==> config.mk <==
export PLATFORM = sky130hd
export DESIGN_NAME = bwoc_top
export DESIGN_NICKNAME = d
export VERILOG_FILES = /design/src/core/bwoc_pkg.sv /design/src/core/bwoc_top.sv /design/src/core/bwoc_input_filter.sv /design/src/core/bwoc_event_latch.sv
export SDC_FILE = /design/constraint.sdc
export NUM_CORES = 1
export LEC_CHECK = 0
export ABC_AREA = 1
export BUFFER_PORTS_ARGS = -buffer_cell sky130_fd_sc_hd__buf_2
export CORE_MARGIN = 2
export CORE_UTILIZATION = 60
export CTS_BUF_LIST = sky130_fd_sc_hd__clkbuf_4 sky130_fd_sc_hd__clkbuf_8
export DETAILED_ROUTE_END_ITERATION = 6
export GPL_TIMING_DRIVEN = 0
export PLACE_DENSITY = 0.89
export SETUP_SLACK_MARGIN = 0.02
export SLEW_MARGIN = 30
export SYNTH_ARGS = -nofsm -noshare
export SYNTH_HDL_FRONTEND = slang
export SYNTH_SLANG_ARGS = --single-unit
export TNS_END_PERCENT = 100
==> constraint.sdc <==
create_clock -name clock -period 12.05 [get_ports clock]
set_input_delay 0.6025 -clock clock [delete_from_list [all_inputs] [get_ports clock]]
set_output_delay 0.6025 -clock clock [all_outputs]
set_load 0.05 [all_outputs]
==> src/core/bwoc_pkg.sv <==
package bwoc_pkg;
   // Register byte offsets
   localparam logic [7:0] OFF_CTRL_STATUS = 8'h00;
   localparam logic [7:0] OFF_LATCH_EN = 8'h04;
   localparam logic [7:0] OFF_LATCH_CLR = 8'h08;
   localparam logic [7:0] OFF_INPUT_EN = 8'h0C;
   localparam logic [7:0] OFF_RESERVED = 8'h10;
   localparam logic [7:0] OFF_POLARITY = 8'h14;
   localparam logic [7:0] OFF_RISE = 8'h18;
   localparam logic [7:0] OFF_FALL = 8'h1C;
   localparam logic [7:0] OFF_BUF_EN = 8'h20;

   // Field positions
   localparam int WAKE_COUNT = 7;
   localparam int BIT_CLOCK_ALARM = 17;
   localparam int BIT_WEEK_ALARM = 16;
   localparam int BIT_FILTER_BYPASS = 12;
   localparam int BIT_FW_SELECT = 11;
   localparam int BIT_FW_LEVEL = 10;
   localparam int BIT_OUT_STATUS = 9;

   // Reset values
   localparam logic [6:0] LATCH_EN_RESET = 7'h30;
   localparam logic [1:0] ALARM_LE_RESET = 2'h0;
   localparam logic [6:0] INPUT_EN_RESET = 7'h7F;
   localparam logic [6:0] POLARITY_RESET = 7'h00;
   localparam logic [6:0] BUF_EN_RESET = 7'h7F;
   localparam logic PIN_IDLE_LEVEL = 1'b1;

   // Glitch filter timing
   localparam int CLOCK_MHZ = 200;
   localparam int FILTER_NS = 100;
   localparam int FILTER_CYCLES = (FILTER_NS * CLOCK_MHZ + 999) / 1000;
   localparam int FILTER_W = 8;
endpackage : bwoc_pkg

==> src/core/bwoc_top.sv <==
// The plain strobed port is this design's own decision.
`timescale 1ns/100ps
// Function
// - Registers decode at fixed offsets 00h to 20h from the block base.
// - Clock alarm status bit 17 sets on alarm when latch enabled; battery reset clears.
// - Bit 17 clears only by writing its latch clear bit.
// - Week alarm status bit 16 sets on alarm when latch enabled; battery reset clears.
// - Bit 16 clears only by writing its latch clear bit.
// - Bit 12 bypasses all wake input glitch filters; defaults zero.
// - With main supply up and bit 11 set, output follows firmware level.
// - With bit 11 clear, hardware logic drives the output.
// - Bit 10 sets or clears the output under firmware control; resets zero.
// - Bit 9 reports the present output pin level.
// - Bits 6:0 show latched assertion if latching enabled, else present state.
// - Wake state bits are taken after polarity inversion.
// - After reset wake state bits 0-3 and 6 follow the pins; bits 4 and 5 show their latches.
// - Hardware asserts output on any enabled wake input or either alarm.
// - Without main power good hardware controls the output regardless of select.
// - An asserted wake input blocks clearing its latch.
module bwoc_top (
   input wire logic clock,
   input wire logic reset,
   input wire logic system_domain_reset,
   input wire logic [7:0] address,
   input wire logic [31:0] write_data,
   input wire logic write_strobe,
   input wire logic read_strobe,
   output logic [31:0] read_data,
   input wire logic [6:0] wake_input,
   input wire logic clock_alarm,
   input wire logic week_alarm,
   input wire logic main_power_good,
   output logic power_request_out
);
   localparam int N = bwoc_pkg::WAKE_COUNT;

   logic filter_bypass_reg;
   logic firmware_output_select_reg;
   logic firmware_output_level_reg;
   logic [N-1:0] latch_en_reg;
   logic clock_alarm_latch_en_reg;
   logic week_alarm_latch_en_reg;
   logic [N-1:0] input_en_reg;
   logic [N-1:0] wake_input_invert_reg;
   logic [N-1:0] buf_en_reg;
   logic [N-1:0] filtered;
   logic [N-1:0] filtered_prev_reg;
   logic [N-1:0] asserted;
   logic [N-1:0] wake_latched;
   logic [N-1:0] wake_effective;
   logic [N-1:0] wake_state_bits;
   logic [N-1:0] edge_active;
   logic [N-1:0] rise_status;
   logic [N-1:0] fall_status;
   logic [N-1:0] rise_clear;
   logic [N-1:0] fall_clear;
   logic [N-1:0] wake_clear;
   logic [1:0] alarm_clear;
   logic [1:0] alarm_status;
   logic [1:0] alarm_in;
   logic [1:0] alarm_le;
   logic clock_alarm_status;
   logic week_alarm_status;
   logic clock_alarm_effective;
   logic week_alarm_effective;
   logic power_good_sync;
   logic hardware_request;
   logic firmware_active;
   logic power_request_next;
   logic wr_ctrl;
   logic wr_latch_en;
   logic wr_latch_clr;
   logic wr_input_en;
   logic wr_polarity;
   logic wr_rise;
   logic wr_fall;
   logic wr_buf_en;
   logic [31:0] ctrl_word;
   logic [31:0] read_next;

   // Address decode of the write strobe
   assign wr_ctrl = write_strobe && address == bwoc_pkg::OFF_CTRL_STATUS;
   assign wr_latch_en = write_strobe && address == bwoc_pkg::OFF_LATCH_EN;
   assign wr_latch_clr = write_strobe && address == bwoc_pkg::OFF_LATCH_CLR;
   assign wr_input_en = write_strobe && address == bwoc_pkg::OFF_INPUT_EN;
   assign wr_polarity = write_strobe && address == bwoc_pkg::OFF_POLARITY;
   assign wr_rise = write_strobe && address == bwoc_pkg::OFF_RISE;
   assign wr_fall = write_strobe && address == bwoc_pkg::OFF_FALL;
   assign wr_buf_en = write_strobe && address == bwoc_pkg::OFF_BUF_EN;

   // Filter bypass lives only in the battery domain
   always_ff @(posedge clock or posedge reset) begin
      if (reset) begin
         filter_bypass_reg <= 1'b0;
      end else if (wr_ctrl) begin
         filter_bypass_reg <= write_data[bwoc_pkg::BIT_FILTER_BYPASS];
      end
   end

   // Firmware select and level also drop on system reset
   always_ff @(posedge clock or posedge reset) begin
      if (reset) begin
         firmware_output_select_reg <= 1'b0;
         firmware_output_level_reg <= 1'b0;
      end else if (system_domain_reset) begin
         firmware_output_select_reg <= 1'b0;
         firmware_output_level_reg <= 1'b0;
      end else if (wr_ctrl) begin
         firmware_output_select_reg <= write_data[bwoc_pkg::BIT_FW_SELECT];
         firmware_output_level_reg <= write_data[bwoc_pkg::BIT_FW_LEVEL];
      end
   end

   // Latch enables for wake inputs and both alarms
   always_ff @(posedge clock or posedge reset) begin
      if (reset) begin
         latch_en_reg <= bwoc_pkg::LATCH_EN_RESET;
         clock_alarm_latch_en_reg <= bwoc_pkg::ALARM_LE_RESET[1];
         week_alarm_latch_en_reg <= bwoc_pkg::ALARM_LE_RESET[0];
      end else if (wr_latch_en) begin
         latch_en_reg <= write_data[N-1:0];
         clock_alarm_latch_en_reg <= write_data[bwoc_pkg::BIT_CLOCK_ALARM];
         week_alarm_latch_en_reg <= write_data[bwoc_pkg::BIT_WEEK_ALARM];
      end
   end

   // Input routing configuration
   always_ff @(posedge clock or posedge reset) begin
      if (reset) begin
         input_en_reg <= bwoc_pkg::INPUT_EN_RESET;
         wake_input_invert_reg <= bwoc_pkg::POLARITY_RESET;
         buf_en_reg <= bwoc_pkg::BUF_EN_RESET;
      end else begin
         if (wr_input_en) begin
            input_en_reg <= write_data[N-1:0];
         end
         if (wr_polarity) begin
            wake_input_invert_reg <= write_data[N-1:0];
         end
         if (wr_buf_en) begin
            buf_en_reg <= write_data[N-1:0];
         end
      end
   end

   // Per pin synchroniser and glitch filter
   genvar gi;
   generate
      for (gi = 0; gi < N; gi++) begin : g_wake
         bwoc_input_filter #(
            .IDLE_LEVEL(bwoc_pkg::PIN_IDLE_LEVEL)
         ) u_filter (
            .clock(clock),
            .reset(reset),
            .pin_in(wake_input[gi]),
            .bypass(filter_bypass_reg),
            .level_out(filtered[gi])
         );
      end
   endgenerate

   // Power good is a plain level, so only its synchroniser is used
   bwoc_input_filter #(
      .IDLE_LEVEL(1'b0)
   ) u_power_good (
      .clock(clock),
      .reset(reset),
      .pin_in(main_power_good),
      .bypass(1'b1),
      .level_out(power_good_sync)
   );

   // Pins idle high; inversion turns a pin into active high
   assign asserted = ~(filtered ^ wake_input_invert_reg);

   // Edge detection ahead of polarity, on inputs with buffer enable or input enable set
   always_ff @(posedge clock or posedge reset) begin
      if (reset) begin
         filtered_prev_reg <= {N{bwoc_pkg::PIN_IDLE_LEVEL}};
      end else begin
         filtered_prev_reg <= filtered;
      end
   end

   assign edge_active = buf_en_reg | input_en_reg;
   assign rise_clear = wr_rise ? write_data[N-1:0] : '0;
   assign fall_clear = wr_fall ? write_data[N-1:0] : '0;

   bwoc_event_latch #(
      .WIDTH(N)
   ) u_rise (
      .clock(clock),
      .reset(reset),
      .set_in(filtered & ~filtered_prev_reg),
      .set_enable(edge_active),
      .clear_in(rise_clear),
      .state_out(rise_status)
   );

   bwoc_event_latch #(
      .WIDTH(N)
   ) u_fall (
      .clock(clock),
      .reset(reset),
      .set_in(~filtered & filtered_prev_reg),
      .set_enable(edge_active),
      .clear_in(fall_clear),
      .state_out(fall_status)
   );

   // Wake latches: an asserted input overrides the clear request
   assign wake_clear = wr_latch_clr ? write_data[N-1:0] : '0;

   bwoc_event_latch #(
      .WIDTH(N)
   ) u_wake_latch (
      .clock(clock),
      .reset(reset),
      .set_in(asserted),
      .set_enable(latch_en_reg),
      .clear_in(wake_clear),
      .state_out(wake_latched)
   );

   assign wake_effective = (latch_en_reg & wake_latched) | (~latch_en_reg & asserted);
   // Reported as pin sense: 1 means not asserted, from live pins after reset except latched bits 4 and 5
   assign wake_state_bits = ~wake_effective;

   // Alarm latches share the same set-over-clear behaviour
   assign alarm_in = {clock_alarm, week_alarm};
   assign alarm_le = {clock_alarm_latch_en_reg, week_alarm_latch_en_reg};
   assign alarm_clear[1] = wr_latch_clr && write_data[bwoc_pkg::BIT_CLOCK_ALARM];
   assign alarm_clear[0] = wr_latch_clr && write_data[bwoc_pkg::BIT_WEEK_ALARM];

   bwoc_event_latch #(
      .WIDTH(2)
   ) u_alarm_latch (
      .clock(clock),
      .reset(reset),
      .set_in(alarm_in),
      .set_enable(alarm_le),
      .clear_in(alarm_clear),
      .state_out(alarm_status)
   );

   assign clock_alarm_status = alarm_status[1];
   assign week_alarm_status = alarm_status[0];
   assign clock_alarm_effective = clock_alarm_latch_en_reg ? clock_alarm_status : clock_alarm;
   assign week_alarm_effective = week_alarm_latch_en_reg ? week_alarm_status : week_alarm;

   // Hardware request term and source selection
   assign hardware_request = |(input_en_reg & wake_effective) | clock_alarm_effective
                             | week_alarm_effective;
   assign firmware_active = power_good_sync && firmware_output_select_reg;
   // Level set before select keeps this mux from glitching, software's duty
   assign power_request_next = firmware_active ? firmware_output_level_reg
                                               : hardware_request;

   // Registered output; bit 9 reads this same flop
   always_ff @(posedge clock or posedge reset) begin
      if (reset) begin
         power_request_out <= 1'b0;
      end else begin
         power_request_out <= power_request_next;
      end
   end

   // Control/status word; unlisted bits stay zero
   always_comb begin
      ctrl_word = 32'h0000_0000;
      ctrl_word[bwoc_pkg::BIT_CLOCK_ALARM] = clock_alarm_status;
      ctrl_word[bwoc_pkg::BIT_WEEK_ALARM] = week_alarm_status;
      ctrl_word[bwoc_pkg::BIT_FILTER_BYPASS] = filter_bypass_reg;
      ctrl_word[bwoc_pkg::BIT_FW_SELECT] = firmware_output_select_reg;
      ctrl_word[bwoc_pkg::BIT_FW_LEVEL] = firmware_output_level_reg;
      ctrl_word[bwoc_pkg::BIT_OUT_STATUS] = power_request_out;
      ctrl_word[N-1:0] = wake_state_bits;
   end

   // Read mux; latch clear, reserved and unmapped addresses read zero
   always_comb begin
      read_next = 32'h0000_0000;
      unique case (address)
         bwoc_pkg::OFF_CTRL_STATUS: read_next = ctrl_word;
         bwoc_pkg::OFF_LATCH_EN: begin
            read_next[N-1:0] = latch_en_reg;
            read_next[bwoc_pkg::BIT_CLOCK_ALARM] = clock_alarm_latch_en_reg;
            read_next[bwoc_pkg::BIT_WEEK_ALARM] = week_alarm_latch_en_reg;
         end
         bwoc_pkg::OFF_INPUT_EN: read_next[N-1:0] = input_en_reg;
         bwoc_pkg::OFF_POLARITY: read_next[N-1:0] = wake_input_invert_reg;
         bwoc_pkg::OFF_RISE: read_next[N-1:0] = rise_status;
         bwoc_pkg::OFF_FALL: read_next[N-1:0] = fall_status;
         bwoc_pkg::OFF_BUF_EN: read_next[N-1:0] = buf_en_reg;
         default: read_next = 32'h0000_0000;
      endcase
   end

   // Read data stands only in the cycle after the strobe
   always_ff @(posedge clock or posedge reset) begin
      if (reset) begin
         read_data <= 32'h0000_0000;
      end else if (read_strobe) begin
         read_data <= read_next;
      end else begin
         read_data <= 32'h0000_0000;
      end
   end
endmodule : bwoc_top

==> src/core/bwoc_input_filter.sv <==
`timescale 1ns/100ps
module bwoc_input_filter #(
   parameter logic IDLE_LEVEL = 1'b1
) (
   input wire logic clock,
   input wire logic reset,
   input wire logic pin_in,
   input wire logic bypass,
   output logic level_out
);
   logic sync1_reg;
   logic sync2_reg;
   logic sync3_reg;
   logic [bwoc_pkg::FILTER_W-1:0] count_reg;
   logic agree;

   // Three stage synchroniser; only the second stage reads the first
   always_ff @(posedge clock or posedge reset) begin
      if (reset) begin
         sync1_reg <= IDLE_LEVEL;
         sync2_reg <= IDLE_LEVEL;
         sync3_reg <= IDLE_LEVEL;
      end else begin
         sync1_reg <= pin_in;
         sync2_reg <= sync1_reg;
         sync3_reg <= sync2_reg;
      end
   end

   assign agree = (sync2_reg == sync3_reg);

   // A new level must hold for the filter time unless bypassed
   always_ff @(posedge clock or posedge reset) begin
      if (reset) begin
         count_reg <= '0;
         level_out <= IDLE_LEVEL;
      end else if (!agree || sync3_reg == level_out) begin
         count_reg <= '0;
      end else if (bypass || count_reg == bwoc_pkg::FILTER_W'(bwoc_pkg::FILTER_CYCLES - 1)) begin
         count_reg <= '0;
         level_out <= sync3_reg;
      end else begin
         count_reg <= count_reg + 1'b1;
      end
   end
endmodule : bwoc_input_filter

==> src/core/bwoc_event_latch.sv <==
`timescale 1ns/100ps
module bwoc_event_latch #(
   parameter int WIDTH = 1
) (
   input wire logic clock,
   input wire logic reset,
   input wire logic [WIDTH-1:0] set_in,
   input wire logic [WIDTH-1:0] set_enable,
   input wire logic [WIDTH-1:0] clear_in,
   output logic [WIDTH-1:0] state_out
);
   logic [WIDTH-1:0] state_next;

   // A set in the clearing cycle wins so no event is lost
   assign state_next = (state_out & ~clear_in) | (set_in & set_enable);

   always_ff @(posedge clock or posedge reset) begin
      if (reset) begin
         state_out <= '0;
      end else begin
         state_out <= state_next;
      end
   end
endmodule : bwoc_event_latch

== Yosys cells after proc, flatten, opt, wreduce, memory -nomap -nowiden ==
Cells that the tools add are included.
Operators by class
  add/sub/neg operators: 7
  equality and inequality tests: 30
  muxes and demuxes: 28
  bitwise operators: 38
  reductions and logical operators: 44
Operators by type and width (count)
  $mux 8: 14
  $eq 8x5->1 const B: 10
  $and 7x7->7: 11
  $add 8x1->8 const B: 7
  $not 7->7: 8
  $pmux 7 s7: 1
  $or 7x7->7: 5
  $mux 7: 3
  $mux 18: 1
  $eq 1x1->1: 16
  $eq 8x4->1 const B: 2
  $logic_or 1x1->1: 15
  $reduce_and 2->1: 7
  $logic_and 1x1->1: 11
  $eq 8x3->1 const B: 1
  $eq 8x6->1 const B: 1
  $logic_not 1->1: 8
  $logic_not 8->1: 1
  $mux 1: 7
  $not 1->1: 7
  $reduce_or 7->1: 1
  $xor 7x7->7: 1
  $mux 6: 1
  $and 2x2->2: 2
  other kinds (5): 6
Word-level totals
  flip-flop bits (word level): 184
  output and inout port bits: 33
  logic and storage cells: 202

== Logic depth before layout (Yosys ltp) ==
  depth in word-level cells: 9
  mapped depth: 10
  gate-level depth less buffers: 9

== Modules after synthesis ==
A second synthesis with hierarchy kept.
Second synthesis, totals
  cell total of the unflattened synthesis: 1113
  area total of the unflattened synthesis: 8838.5 µm²
By module, submodules not included
  bwoc_input_filter (g_wake[0].u_filter ...): instances 7, cells each 67, area each 575.6 µm²
  bwoc_top: instances 1, cells each 458, area each 3303.2 µm²
  bwoc_event_latch (u_fall ...): instances 3, cells each 36, area each 284.0 µm²
  bwoc_input_filter (u_power_good): instances 1, cells each 67, area each 570.5 µm²
  bwoc_event_latch (u_alarm_latch): instances 1, cells each 11, area each 83.8 µm²

== Worst setup path after synthesis ==
Ideal clock, no wire load.
  kind: input -> register
  from: input port address[5]
  to: register u_rise.state_out[1]
  setup time: 0.128 ns
  arrival: 1.374 ns
  data required time: 11.922 ns
  slack: 10.548 ns
  stages: 7
  path through: inv_2 > nand2_1 > nor2_4 > buf_4 > nand3_2 > o21ai_0 > o31ai_1
On the way
  longest elaborated chain between the ends: 6
RTL lines
  from (decl): RTL line bwoc_top.sv:24  | input wire logic [7:0] address,
  $eq 8x5->1: RTL line bwoc_top.sv:87  | assign wr_rise = write_strobe && address == bwoc_pkg::OFF_RISE;
  $logic_and 1x1->1: RTL line bwoc_top.sv:87
  $mux 7: RTL line bwoc_top.sv:186  | assign rise_clear = wr_rise ? write_data[N-1:0] : '0;
  $not 7->7: RTL line bwoc_event_latch.sv:15  | assign state_next = (state_out & ~clear_in) | (set_in & set_enable);
  $and 7x7->7: RTL line bwoc_event_latch.sv:15
  $or 7x7->7: RTL line bwoc_event_latch.sv:15
  via u_rise.state_next[1]: RTL line bwoc_event_latch.sv:12  | logic [WIDTH-1:0] state_next;
  to (signal assigned): RTL line bwoc_event_latch.sv:21  | state_out <= state_next;
  to (decl): RTL line bwoc_event_latch.sv:10  | output logic [WIDTH-1:0] state_out
The timed path passes the listed nets, and every way through them passes these cells.
A chain may end at the register's enable or synchronous reset.

== Worst setup path after layout ==
  from: register read_data[3]
  to: output port read_data[3]
RTL lines
  from (decl): RTL line bwoc_top.sv:28  | output logic [31:0] read_data,
  from (signal assigned): RTL line bwoc_top.sv:304  | read_data <= read_next;
No word-level cell between the ends.

==> flow_metrics.env <==
export IMPL_r2r_start="filter_bypass_reg$_DFFE_PP0P_"
export IMPL_drc_errors=0
export IMPL_finalHoldViolCount=0
export IMPL_grt_pass1_vias=5986
export IMPL_drtIter0Drc=629
export IMPL_avgRoutedWirePerCell_um=14.0
export IMPL_insertedDiodeCount=0
export IMPL_yosysUniqueCellTypes=37
export IMPL_die_y_um=118
export IMPL_layout_drive_gt1_share_pct=19.9
export IMPL_crit_end="read_data[3]"
export IMPL_syn_avg_cell_area_um2=8.53
export IMPL_slew_headroom_pct=49.2
export IMPL_dp_hpwl_um=11300
export IMPL_nNetsFinal=1068
export IMPL_post_cts_setup_buffers=0
export IMPL_max_freq_mhz=583
export IMPL_maxCapViolCount=0
export IMPL_dieArea_mm2=0.0140
export IMPL_tritoncts="yes"
export IMPL_numCtsBuffers=17
export IMPL_yosysWarnings=0
export IMPL_p_leak_nw=4.08
export IMPL_ys_seq_area_share_pct=53.4
export IMPL_outcome="finished clean"
export IMPL_hp_class="in -> async"
export IMPL_critical_path_max_stage_delay_ps=380
export IMPL_routed_wl_um=16600
export IMPL_largest_register_ffs=56
export IMPL_final_util_pct=69.6
export IMPL_clkLatencyLatePin_ps=460
export IMPL_setup_tns_final_ps=0
export IMPL_maxSlewViolCount=0
export IMPL_whs_ps=184
export IMPL_cts_sinks=165
export IMPL_ant_nets=0
export IMPL_finClkSkew_ps=8.82
export IMPL_max_slew_worst_pin_slew_ps=760
export IMPL_grt_total_usage_pct=24.8
export IMPL_port_buffers=47
export IMPL_ys_ff_latch=165
export IMPL_cts_buffer_depth=2
export IMPL_rsz0062_at_grt="no"
export IMPL_crit_slowest_cell="dfrtp_1"
export IMPL_dp_cells=1159
export IMPL_worstSetupStartpoint="read_data[3]$_DFF_PP0_"
export IMPL_antenna_found_initial=0
export IMPL_grt_max_degree=88
export IMPL_num_vias=6333
export IMPL_htree_levels=4
export IMPL_required_ps=11450
export IMPL_clk_pin_slew_ps=90
export IMPL_crit_buf_inv=1
export IMPL_ios=88
export IMPL_grt_overflow=0
export IMPL_synthArstFlopShare_pct=100
export IMPL_rr_endpoint="g_wake[0].u_filter.level_out$_DFFE_PP1P_"
export IMPL_cts_hold_buf=0
export IMPL_postCtsResizedCells=0
export IMPL_synth_ff_type="dfrtp_1"
export IMPL_syn_cell_area_mm2=0.00786
export IMPL_vias_per_cell=5.32
export IMPL_worst_setup_path_start_kind="flop"
export IMPL_die_w_um=118
export IMPL_yosysTopAreaCell="dfrtp_1"
export IMPL_finalCritPeriodShare_pct=14.2
export IMPL_power_density_mw_per_mm2=133
export IMPL_yosys_area_top_type_share_pct=36.3
export IMPL_final_cells=1191
export IMPL_gp_congestion=0.881
export IMPL_path_delay_family="flip-flops"
export IMPL_synth_edf_count=0
export IMPL_drt_first_pass_iters=5
export IMPL_crit_type="reg -> out"
export IMPL_path_max_fanout=1
export IMPL_clock_root_buffer="clkbuf_8"
export IMPL_area_growth_pct=12.7
export IMPL_synth_area_leaders="dfrtp_1, dfstp_2, nand2_1"
export IMPL_crit_arrival_ps=1110
export IMPL_rows=41
export IMPL_crit_chain="buf_2"
export IMPL_reg2regPathDepth=6
export IMPL_cp_num_cells=1
export IMPL_min_period_ps=1720
export IMPL_core_area_mm2=0.0127
export IMPL_setup_viol=0
export IMPL_grt_pass1_wl_um=27600
export IMPL_vdd_drop_max_mv=0.110
export IMPL_reg2reg_setup_slack_ps=10420
export IMPL_synthCells=921
export IMPL_cp_end_kind="primary output"
export IMPL_start_util_pct=61.8
[per-stage QoR]
| stage | total power (W) | worst slack (ps) | cell area [µm²] |
|---|---|---|---|
| floorplan | 0.000711 | 7070 | 7930 |
| detailed placement | 0.000746 | 9960 | 8410 |
| finish | 0.00118 | 10330 | 8860 |
| CTS | 0.00119 | 10320 | 8860 |
| global route | 0.00123 | 10280 | 8860 |
| global placement | 0.000739 | 5370 | 8380 |
[worst min path at each step]
stage / cells past startpoint / slack, ps / start / to
floorplan: 0 / 330 / u_power_good.sync1_reg$_DFF_PP0_ / u_power_good.sync2_reg$_DFF_PP0_
global placement: 0 / 330 / u_power_good.sync1_reg$_DFF_PP0_ / u_power_good.sync2_reg$_DFF_PP0_
detailed placement: 0 / 340 / u_power_good.sync1_reg$_DFF_PP0_ / u_power_good.sync2_reg$_DFF_PP0_
CTS: 2 / 210 / reset / g_wake[3].u_filter.count_reg[0]$_DFF_PP0_
global route: 1 / 200 / wake_input[1] / g_wake[1].u_filter.sync1_reg$_DFF_PP1_
finish: 2 / 180 / reset / g_wake[3].u_filter.count_reg[0]$_DFF_PP0_
[synth_stat cells (10+ instances only)]
| library cell | n |
|---|---|
| nand2_1 | 207 |
| nor2_1 | 121 |
| dfrtp_1 | 114 |
| nand3_1 | 97 |
| inv_1 | 96 |
| o21ai_0 | 56 |
| dfstp_2 | 51 |
| buf_4 | 21 |
| nand4_1 | 20 |
| o21ai_1 | 17 |
| a21oi_1 | 14 |
| nor3_1 | 10 |
[layout make-up]
cell class,instances,area (µm²)
Multi-Input combinational cell,640,3100
Tap cell,172,215
Clock inverter,9,154
Inverter,102,390
Sequential cell,165,4190
Fill cell,988,3870
Clock buffer,23,292
Buffer,32,249
Timing Repair Buffer,48,263
[placed cells by master (no fill, tap or decap), types with 3 or more instances in the layout]
cell	Yosys	layout
clkbuf_4	0	4
inv_2	5	5
bufinv_16	0	4
o21ai_2	7	7
nor3b_1	5	5
nand4_1	20	20
buf_4	21	21
dfrtp_1	114	114
nand2_2	3	3
o21ai_1	17	17
nand3_1	97	97
nor2_1	121	121
xnor2_1	8	8
dfstp_2	51	51
ha_1	7	7
o31ai_1	9	9
o21a_1	7	7
nand3_2	4	4
o21ai_0	56	56
or2_2	6	6
and2_1	4	4
clkbuf_8	0	19
buf_2	4	51
buf_6	6	6
a21oi_1	14	14
nand3_4	3	3
inv_1	96	95
conb_1	1	19
nor3_1	10	10
nor2_4	7	7
nand2_1	207	207
[cell families (layout without fill, tap and decap cells)]
| logic type | count (synthesis) | in the layout | share of synthesized area, % |
|---|---|---|---|
| flip-flops | 165 | 165 | 53.4 |
| XOR/XNOR | 8 | 8 | 0.892 |
| adder cells (fa/ha/maj) | 8 | 8 | 1.24 |
| other | 1 | 19 | 0.0477 |
| AO/OA/AOI/OAI | 112 | 112 | 8.04 |
| AND/OR/NAND/NOR | 493 | 493 | 28.4 |
| buffers and inverters | 134 | 214 | 8.04 |
[metal layers]
metal	GRT usage (%)	wire length (µm)
met5	0	0
met4	10.8	356
met3	7.09	1190
met2	38.2	7800
met1	33.0	7270
[power by group]
| group | internal [W] | switching [W] | total, W |
|---|---|---|---|
| Sequential | 0.000594 | 0.0000213 | 0.000615 |
| Combinational | 0.0000371 | 0.0000852 | 0.000122 |
| Clock | 0.000246 | 0.000197 | 0.000442 |
| Total | 0.000876 | 0.000303 | 0.00118 |
No activity file was read; power rests on OpenSTA's default activity.
